`src/verilog/host_port_pkg.sv`:
```
package host_port_pkg;
   // host interface modes on {interface_mode_sel1, interface_mode_sel0}
   localparam logic [1:0] MODE_WIDE16 = 2'h0;
   localparam logic [1:0] MODE_BYTE8 = 2'h1;
   localparam logic [1:0] MODE_BYTE16 = 2'h2;
   localparam logic [1:0] MODE_SERIAL = 2'h3;
   // bus widths and buffer depth
   localparam int WORD_W = 16;
   localparam int BYTE_W = 8;
   localparam int FIFO_DEPTH = 8;
   // status word bit positions
   localparam int STATUS_READY_BIT = 0;
   localparam int STATUS_IRQ_BIT = 1;
   // byte lane enables
   localparam logic [15:0] OE_WIDE = 16'hFFFF;
   localparam logic [15:0] OE_BYTE = 16'h00FF;
   localparam logic [15:0] OE_NONE = 16'h0000;
   // typical busy-to-ready time, used as a watchdog figure only
   localparam real CLK_PERIOD_NS = 10.0;
   localparam real BUSY_TYPICAL_US = 12.5;
   localparam int BUSY_TYPICAL_CYCLES =
      int'($floor(BUSY_TYPICAL_US * 1000.0 / CLK_PERIOD_NS));
   localparam int BUSY_CNT_W = 11;
   // reset values of the synchronised pin groups: mode 16/16, select and
   // strobes idle high, instruction line low
   localparam logic [5:0] CTRL_IDLE = 6'h0E;
   typedef enum logic [1:0] {
      HP_IDLE, HP_WRITING, HP_READING, HP_STATUS
   } host_state_t;
endpackage : host_port_pkg

```
`src/verilog/pin_sync.sv`:
```
`timescale 1ns/100ps
`default_nettype none
module pin_sync #(
   parameter int WIDTH = 1,
   parameter logic [WIDTH-1:0] INIT = '0
) (
   input wire logic clk,
   input wire logic rst_n,
   input wire logic [WIDTH-1:0] d,
   output logic [WIDTH-1:0] q
);
   logic [WIDTH-1:0] s1, s2, s3, next_q;

   // a change is taken only once the second and third stages agree
   genvar i;
   generate
      for (i = 0; i < WIDTH; i++) begin : g_bit
         always_comb begin
            next_q[i] = (s2[i] == s3[i]) ? s3[i] : q[i];
         end
      end
   endgenerate

   // s1 feeds s2 only: it may be metastable
   always_ff @(posedge clk or negedge rst_n) begin
      if (!rst_n) begin
         s1 <= INIT;
         s2 <= INIT;
         s3 <= INIT;
         q <= INIT;
      end else begin
         s1 <= d;
         s2 <= s1;
         s3 <= s2;
         q <= next_q;
      end
   end
endmodule : pin_sync
`default_nettype wire

```
`src/verilog/word_fifo.sv`:
```
`timescale 1ns/100ps
`default_nettype none
module word_fifo #(
   parameter int WIDTH = 17,
   parameter int DEPTH = 8
) (
   input wire logic clk,
   input wire logic rst_n,
   input wire logic in_valid,
   output logic in_ready,
   input wire logic [WIDTH-1:0] in_data,
   output logic out_valid,
   input wire logic out_ready,
   output logic [WIDTH-1:0] out_data
);
   localparam int AW = $clog2(DEPTH);
   logic [WIDTH-1:0] mem [DEPTH];
   logic [AW-1:0] wr_ptr, rd_ptr, next_wr, next_rd;
   logic [AW:0] count, next_count;
   logic [WIDTH-1:0] next_out;
   logic push, pop;

   // head word is kept in a register so read data never comes from the array
   always_comb begin
      push = in_valid && in_ready;
      pop = out_valid && out_ready;
      next_wr = wr_ptr + AW'(push);
      next_rd = rd_ptr + AW'(pop);
      next_count = count + (AW+1)'(push) - (AW+1)'(pop);
      if (push && (count == '0 || (count == (AW+1)'(1) && pop)))
         next_out = in_data;
      else
         next_out = mem[next_rd];
   end

   always_ff @(posedge clk) begin
      if (push)
         mem[wr_ptr] <= in_data;
   end

   always_ff @(posedge clk or negedge rst_n) begin
      if (!rst_n) begin
         wr_ptr <= '0;
         rd_ptr <= '0;
         count <= '0;
         out_data <= '0;
      end else begin
         wr_ptr <= next_wr;
         rd_ptr <= next_rd;
         count <= next_count;
         out_data <= next_out;
      end
   end

   assign in_ready = (count != (AW+1)'(DEPTH));
   assign out_valid = (count != '0);
endmodule : word_fifo
`default_nettype wire

```
`src/verilog/motion_host_parallel_port.sv`:
```
`timescale 1ns/100ps
`default_nettype none
module motion_host_parallel_port #(
   parameter int FIFO_DEPTH = host_port_pkg::FIFO_DEPTH
) (
   input wire logic clk,
   input wire logic rst_n,
   input wire logic interface_mode_sel0,
   input wire logic interface_mode_sel1,
   input wire logic port_select_n,
   input wire logic read_strobe_n,
   input wire logic write_strobe_n,
   input wire logic instr_data_select,
   input wire logic [15:0] host_data_in,
   output logic [15:0] host_data_out,
   output logic [15:0] host_data_oe,
   output logic port_ready_flag,
   input wire logic host_interrupt_flag,
   input wire logic core_address_bit0,
   input wire logic core_address_bit1,
   input wire logic core_address_bit15,
   input wire logic core_read_not_write,
   input wire logic core_bus_strobe_n,
   input wire logic peripheral_select_n,
   input wire logic [15:0] core_data_in,
   output logic [15:0] core_data_out,
   output logic core_data_oe,
   output logic core_word_is_instr,
   output logic transfer_irq_to_core,
   output logic core_clock_out,
   output logic busy_overrun
);
   localparam int W = host_port_pkg::WORD_W;
   localparam int B = host_port_pkg::BYTE_W;

   // core decodes this port by three address lines
   function automatic logic port_hit(input logic a0, input logic a1,
                                     input logic a15);
      return a0 && a1 && a15;
   endfunction

   logic [5:0] ctrl_s;
   logic [W-1:0] data_s;
   logic [1:0] mode;
   logic sel_n_s, rd_n_s, wr_n_s, cmd_s;
   logic byte_mode, serial_mode;

   // host pins come from another clock domain
   pin_sync #(.WIDTH(6), .INIT(host_port_pkg::CTRL_IDLE)) u_ctrl_sync (
      .clk(clk),
      .rst_n(rst_n),
      .d({interface_mode_sel1, interface_mode_sel0, port_select_n,
          read_strobe_n, write_strobe_n, instr_data_select}),
      .q(ctrl_s)
   );
   pin_sync #(.WIDTH(W), .INIT('0)) u_data_sync (
      .clk(clk),
      .rst_n(rst_n),
      .d(host_data_in),
      .q(data_s)
   );

   // mode decode
   always_comb begin
      {mode, sel_n_s, rd_n_s, wr_n_s, cmd_s} = ctrl_s;
      byte_mode = (mode == host_port_pkg::MODE_BYTE8) ||
                  (mode == host_port_pkg::MODE_BYTE16);
      serial_mode = (mode == host_port_pkg::MODE_SERIAL);
   end

   host_port_pkg::host_state_t state, next_state;
   logic byte_phase, next_byte_phase;
   logic [B-1:0] low_byte, next_low_byte;
   logic [W-1:0] wlatch, next_wlatch;
   logic [W-1:0] read_word, next_read_word;
   logic [W-1:0] next_host_out, next_host_oe;
   logic busy, next_busy, next_ready, next_irq;
   logic wcmd, next_wcmd;
   logic word_done, core_done, fifo_push, fifo_in_ready;
   logic [W:0] fifo_in, fifo_out;
   logic fifo_valid, fifo_pop;
   logic strobe_q, next_strobe_q, core_start, core_hit;
   logic [W-1:0] next_core_out;
   logic next_core_oe, next_core_instr, next_clk_div, next_overrun;
   logic [host_port_pkg::BUSY_CNT_W-1:0] busy_cnt, next_busy_cnt;

   // host side sequencing: strobes only count with select low and not serial
   always_comb begin
      next_state = state;
      next_byte_phase = byte_phase;
      next_low_byte = low_byte;
      next_wlatch = wlatch;
      next_wcmd = wcmd;
      next_host_out = host_data_out;
      next_host_oe = host_data_oe;
      word_done = 1'b0;
      fifo_push = 1'b0;
      fifo_in = {wcmd, wlatch};
      unique case (state)
         host_port_pkg::HP_IDLE: begin
            if (!sel_n_s && !serial_mode) begin
               if (!rd_n_s && cmd_s) begin
                  next_state = host_port_pkg::HP_STATUS;
                  next_host_out = '0;
                  next_host_out[host_port_pkg::STATUS_READY_BIT] =
                     port_ready_flag;
                  next_host_out[host_port_pkg::STATUS_IRQ_BIT] =
                     host_interrupt_flag;
                  next_host_oe = byte_mode ? host_port_pkg::OE_BYTE
                                           : host_port_pkg::OE_WIDE;
               end else if (!rd_n_s && port_ready_flag) begin
                  next_state = host_port_pkg::HP_READING;
                  if (!byte_mode)
                     next_host_out = read_word;
                  else if (byte_phase)
                     next_host_out = {{B{1'b0}}, read_word[W-1:B]};
                  else
                     next_host_out = {{B{1'b0}}, read_word[B-1:0]};
                  next_host_oe = byte_mode ? host_port_pkg::OE_BYTE
                                           : host_port_pkg::OE_WIDE;
               end else if (!wr_n_s && port_ready_flag) begin
                  next_state = host_port_pkg::HP_WRITING;
                  next_wlatch = data_s;
                  next_wcmd = cmd_s;
               end
            end
         end
         host_port_pkg::HP_WRITING: begin
            if (!wr_n_s && !sel_n_s) begin
               // keep sampling: write data needs no hold after the strobe
               next_wlatch = data_s;
               next_wcmd = cmd_s;
            end else begin
               next_state = host_port_pkg::HP_IDLE;
               if (!byte_mode) begin
                  word_done = 1'b1;
                  fifo_push = 1'b1;
               end else if (!byte_phase) begin
                  next_low_byte = wlatch[B-1:0];
                  next_byte_phase = 1'b1;
               end else begin
                  fifo_in = {wcmd, wlatch[B-1:0], low_byte};
                  word_done = 1'b1;
                  fifo_push = 1'b1;
                  next_byte_phase = 1'b0;
               end
            end
         end
         host_port_pkg::HP_READING: begin
            if (rd_n_s || sel_n_s) begin
               next_state = host_port_pkg::HP_IDLE;
               next_host_oe = host_port_pkg::OE_NONE;
               if (!byte_mode || byte_phase) begin
                  word_done = 1'b1;
                  next_byte_phase = 1'b0;
               end else begin
                  next_byte_phase = 1'b1;
               end
            end
         end
         host_port_pkg::HP_STATUS: begin
            // status leaves byte phase and busy untouched
            if (rd_n_s || sel_n_s) begin
               next_state = host_port_pkg::HP_IDLE;
               next_host_oe = host_port_pkg::OE_NONE;
            end
         end
      endcase
   end

   // core side: a peripheral access to this port, qualified by strobe
   always_comb begin
      core_hit = port_hit(core_address_bit0, core_address_bit1,
                          core_address_bit15);
      next_strobe_q = !core_bus_strobe_n && !peripheral_select_n &&
                      core_hit;
      core_start = next_strobe_q && !strobe_q;
      fifo_pop = core_start && core_read_not_write && fifo_valid;
      core_done = core_start && !core_read_not_write;
      next_read_word = core_done ? core_data_in : read_word;
      next_core_out = fifo_pop ? fifo_out[W-1:0] : core_data_out;
      next_core_instr = fifo_pop ? fifo_out[W] : core_word_is_instr;
      next_core_oe = next_strobe_q && core_read_not_write;
   end

   // busy flag: a word finishing in the same cycle as core_done wins
   always_comb begin
      next_busy = busy;
      if (core_done)
         next_busy = 1'b0;
      if (word_done)
         next_busy = 1'b1;
      next_ready = !next_busy && fifo_in_ready && !serial_mode;
      next_irq = word_done;
      next_clk_div = !core_clock_out;
      next_busy_cnt = busy ? busy_cnt : '0;
      next_overrun = busy_overrun && busy;
      if (busy && busy_cnt !=
          host_port_pkg::BUSY_CNT_W'(host_port_pkg::BUSY_TYPICAL_CYCLES))
         next_busy_cnt = busy_cnt + 1'b1;
      else if (busy)
         next_overrun = 1'b1;
   end

   word_fifo #(.WIDTH(W + 1), .DEPTH(FIFO_DEPTH)) u_fifo (
      .clk(clk),
      .rst_n(rst_n),
      .in_valid(fifo_push),
      .in_ready(fifo_in_ready),
      .in_data(fifo_in),
      .out_valid(fifo_valid),
      .out_ready(fifo_pop),
      .out_data(fifo_out)
   );

   always_ff @(posedge clk or negedge rst_n) begin
      if (!rst_n) begin
         state <= host_port_pkg::HP_IDLE;
         byte_phase <= 1'b0;
         low_byte <= '0;
         wlatch <= '0;
         wcmd <= 1'b0;
         read_word <= '0;
         host_data_out <= '0;
         host_data_oe <= host_port_pkg::OE_NONE;
         busy <= 1'b0;
         port_ready_flag <= 1'b0;
         transfer_irq_to_core <= 1'b0;
         strobe_q <= 1'b0;
         core_data_out <= '0;
         core_data_oe <= 1'b0;
         core_word_is_instr <= 1'b0;
         core_clock_out <= 1'b0;
         busy_cnt <= '0;
         busy_overrun <= 1'b0;
      end else begin
         state <= next_state;
         byte_phase <= next_byte_phase;
         low_byte <= next_low_byte;
         wlatch <= next_wlatch;
         wcmd <= next_wcmd;
         read_word <= next_read_word;
         host_data_out <= next_host_out;
         host_data_oe <= next_host_oe;
         busy <= next_busy;
         port_ready_flag <= next_ready;
         transfer_irq_to_core <= next_irq;
         strobe_q <= next_strobe_q;
         core_data_out <= next_core_out;
         core_data_oe <= next_core_oe;
         core_word_is_instr <= next_core_instr;
         core_clock_out <= next_clk_div;
         busy_cnt <= next_busy_cnt;
         busy_overrun <= next_overrun;
      end
   end
endmodule : motion_host_parallel_port
`default_nettype wire

```
`config.mk`:
```
export PLATFORM = sky130hd
export DESIGN_NAME = motion_host_parallel_port
export DESIGN_NICKNAME = d
export VERILOG_FILES = /design/src/verilog/host_port_pkg.sv /design/src/verilog/pin_sync.sv /design/src/verilog/word_fifo.sv /design/src/verilog/motion_host_parallel_port.sv
export SDC_FILE = /design/constraint.sdc
export NUM_CORES = 1
export LEC_CHECK = 0
export BUFFER_PORTS_ARGS = -buffer_cell sky130_fd_sc_hd__buf_4
export CAP_MARGIN = 5
export CORE_MARGIN = 2
export CORE_UTILIZATION = 50
export DETAILED_ROUTE_END_ITERATION = 12
export PLACE_DENSITY = 0.68
export SYNTH_ARGS = -nofsm -noshare
export SYNTH_HDL_FRONTEND = slang
export SYNTH_SLANG_ARGS = --single-unit
```
`constraint.sdc`:
```
create_clock -name clk -period 5.2 [get_ports clk]
set_input_delay 0 -clock clk [delete_from_list [all_inputs] [get_ports clk]]
set_output_delay 0 -clock clk [all_outputs]
set_load 0.02 [all_outputs]
```
==> flow_summary.json <==
{
  "status": "finished, final reports clean",
  "gp_congestion": 0.750,
  "htreeDepth": 2,
  "fin_nets": 1071,
  "clock_skew_ns": 0.0274,
  "antenna_cells": 0,
  "cts-root-buf": "clkbuf_16",
  "yosys.area_share.adder": 0.0334,
  "syn-num-nets": 931,
  "maxSlewViolCount": 0,
  "seqCellArea_um2": 9400,
  "clockBufferDepth": 3,
  "syn2layout_area_growth_pct": 19.1,
  "ctsResizeCount": 0,
  "synth.area.top_cells": "dfrtp_1 (37%), edfxtp_1 (30%), mux2_2 (6.3%), mux2i_1 (3.0%), dfstp_2 (2.3%)",
  "cts_tree": "built",
  "worstSetupEndpointType": "register",
  "antenna_found_initial": 0,
  "post_drt_via_cell_ratio": 5.28,
  "seq_area_frac_synth": 0.693,
  "grtUsageTotal": 0.175,
  "rows": 60,
  "synth_top_family_by_area": "multiplexers",
  "synthSimpleGateAreaFrac": 0.0761,
  "finalCritPeriodShare": 0.687,
  "io_buffers": 100,
  "muxShareOfSynthArea": 0.114,
  "wl_met3_um": 1210,
  "slowest_delay_ns": 0.61,
  "drtAntennaViolNets": 0,
  "first_global_vias": 7490,
  "highest_layer": "met4",
  "rsz0062_at_grt": "false",
  "avgSynthCellArea_um2": 15.7,
  "cp_max_fo": 34,
  "yosysWarnings": 0,
  "synthCells": 866,
  "holdCritPathClass": "input pin to register",
  "drive_gt1_frac": 0.271,
  "dr.pass1.iters": 4,
  "vias": 7256,
  "fp.dieH_um": 169,
  "synth_area_um2": 13600,
  "dieArea_um2": 28500,
  "clk_latency_ns": 0.52,
  "chipWidth_um": 169,
  "grt_overflow": 0,
  "slew_headroom": 0.212,
  "fmax_mhz": 280,
  "wirelength_um": 24000,
  "yosys.area.top_type": "dfrtp_1",
  "start_util": 0.506,
  "wl_per_cell_um": 17.5,
  "cap_viol_max_count": 0,
  "finalSetupTns_ns": 0,
  "grt_pass1_wl_um": 39700,
  "ys_seq_elements": 348,
  "synth_edf_count": 136,
  "grt_max_degree": 128,
  "cts_buffers": 37,
  "hpwl_um": 14300,
  "setup-violations-final": 0,
  "cp.arrival_ns": 3.95,
  "synthArstFlopShare": 0.609,
  "clk_pin_slew_worst_paths_ns": 0.06,
  "start_kind": "register",
  "path_cells": "inv_1 > ha_1 > a311oi_4 > ha_1 > ha_4 > xnor2_2 > buf_4 > inv_1 > a2111oi_0 > nor4_1 > mux2_2",
  "clkSinkCount": 348,
  "synth_cell_types": 64,
  "required_ns": 5.57,
  "critPathKind": "register to register",
  "synth_flop_cell": "dfrtp_1",
  "drc": 0,
  "multi_input_area_um2": 3840,
  "final_util": 0.603,
  "wl_met1_um": 10700,
  "drt_iter0_markers": 518,
  "cp_slowest_cell": "a2111oi_0",
  "route.met2.wl_um": 11600,
  "final.fill_count": 2014,
  "synth_compound_area_frac": 0.0472,
  "io_pins": 101,
  "p_leak_nw": 6.64,
  "peakVddDrop_v": 0.000238,
  "final-hold-violation-count": 0,
  "synth.top_cell.area_share": 0.369,
  "power.density_nw_per_um2": 514,
  "fin_crit_ns": 3.57,
  "critPathBufInv": 3,
  "synth_xor_area_frac": 0.00830,
  "worst_slew_pin_slew_ns": 1.18,
  "critPathTopFamily": "compound AO/OA/AOI/OAI gates",
  "core_um2": 26800
}
-- cell usage in the layout, fill, tap and decap left out, drive strengths merged, types with 4 or more instances in the layout --
master	netlist	layout
o21ai	16	16
and3	33	33
mux2	95	95
maj3	22	22
xnor2	8	8
nand3	5	5
nor3b	4	4
a21boi	4	4
ha	17	17
inv	17	17
nand2	40	40
clkbuf	25	54
dfstp	12	12
a2111oi	33	33
buf	28	110
nor3	7	7
nand4	5	5
clkinv	0	10
o31ai	6	6
dfrtp	200	200
mux2i	40	40
edfxtp	136	136
dlygate4sd3	0	44
nor4	16	16
nor2	12	12
nor2b	34	34
xor2	4	4
nand2b	9	9
and2	9	9
-- what timing repair did --
item | CTS | global route
hold endpoints to repair | 156 | 0
hold buffers | 44 | 0
setup buffers | 0 | 0
-- through the flow --
step	worst slack (ns)	instances	power [mW]	hold WS [ns]	area (um2)
floorplan	2.11	866	5.20	-0.296	13600
global route	1.32	1373	8.75	0.126	16200
finish	1.63	1373	8.30	0.132	16200
detailed placement	1.57	1264	5.89	0.109	14600
global placement	1.76	1264	5.82	0.109	14600
CTS	1.55	1373	8.39	0.111	16200
-- cell usage after synthesis, types with 8 or more instances --
cell type	n
edfxtp_1	136
dfrtp_1	200
inv_1	17
mux2_4	9
mux2_1	10
and3_1	33
ha_1	17
nor2b_1	34
maj3_1	22
dfstp_2	12
mux2i_1	40
nand2b_1	8
buf_4	16
o21ai_0	15
nor4_1	16
mux2_2	76
nor2_1	12
clkbuf_1	23
a2111oi_0	32
nand2_1	40
and2_1	9
-- cells by family after synthesis --
| family | Yosys count |
|---|---|
| DFF | 348 |
| and+or+nand+nor | 180 |
| muxes | 137 |
| AOI/OAI and AO/OA | 79 |
| buffers and inverters | 70 |
| adders and majority gates | 40 |
| xor gates and xnor gates | 12 |
-- worst paths after layout --
path                                               from                           end  slack, ns  cells after the start
min                                 interface_mode_sel0   u_ctrl_sync.s1[4]$_DFF_PN0_       0.13                      2
min in group asynchronous                         rst_n  host_data_out[7]$_DFFE_PN0P_       0.19                      2
max reg2reg                   u_fifo.count[2]$_DFF_PN0_  u_fifo.out_data[2]$_DFF_PN0_       1.63                     11
max in group asynchronous                         rst_n  u_data_sync.s1[13]$_DFF_PN0_       3.79                      3
min reg2reg                u_data_sync.s1[13]$_DFF_PN0_  u_data_sync.s2[13]$_DFF_PN0_       0.34                      0
max                           u_fifo.count[2]$_DFF_PN0_  u_fifo.out_data[2]$_DFF_PN0_       1.63                     11
-- power by group --
part | internal (mW) | switching (mW)
logic | 0.910 | 1.13
clock network | 1.45 | 0.988
registers | 3.50 | 0.313
-- routing by layer --
| layer | GRT usage | up-vias |
|---|---|---|
| met3 | 0.0290 | 38 |
| met1 | 0.242 | 3617 |
| met5 | 0 | - |
| met2 | 0.292 | 144 |
| met4 | 0.0465 | 0 |
| li1 | - | 3457 |
-- worst reg2reg max path, stage by stage (launching register included) --
cell	delay (ns)
dfrtp_1	0.32
inv_1	0.06
ha_1	0.27
a311oi_4	0.37
ha_1	0.25
ha_4	0.15
xnor2_2	0.10
buf_4	0.34
inv_1	0.57
a2111oi_0	0.62
nor4_1	0.12
mux2_2	0.29
-- sequential cells by signal, indices dropped and copies added (netlist names), 4 cells and up --
register / flops
u_data_sync.s1: 16
u_fifo.count: 4
u_ctrl_sync.s2: 6
u_ctrl_sync.q: 6
u_ctrl_sync.s1: 6
u_fifo.mem: 136
u_fifo.out_data: 17
host_data_out: 16
u_data_sync.s2: 16
busy_cnt: 11
u_data_sync.s3: 16
u_data_sync.q: 16
u_ctrl_sync.s3: 6
wlatch: 16
core_data_out: 16
low_byte: 8
read_word: 16
-- cell type report --
type	count	share of cell area
flip-flops and latches	348	0.582
well taps	341	0.0264
repair buffers	154	0.0789
multi-input cells	448	0.238
inverters	17	0.00395
clock inverters	11	0.00542
clock buffers	54	0.0651
No activity file was read; power rests on OpenSTA's default activity.
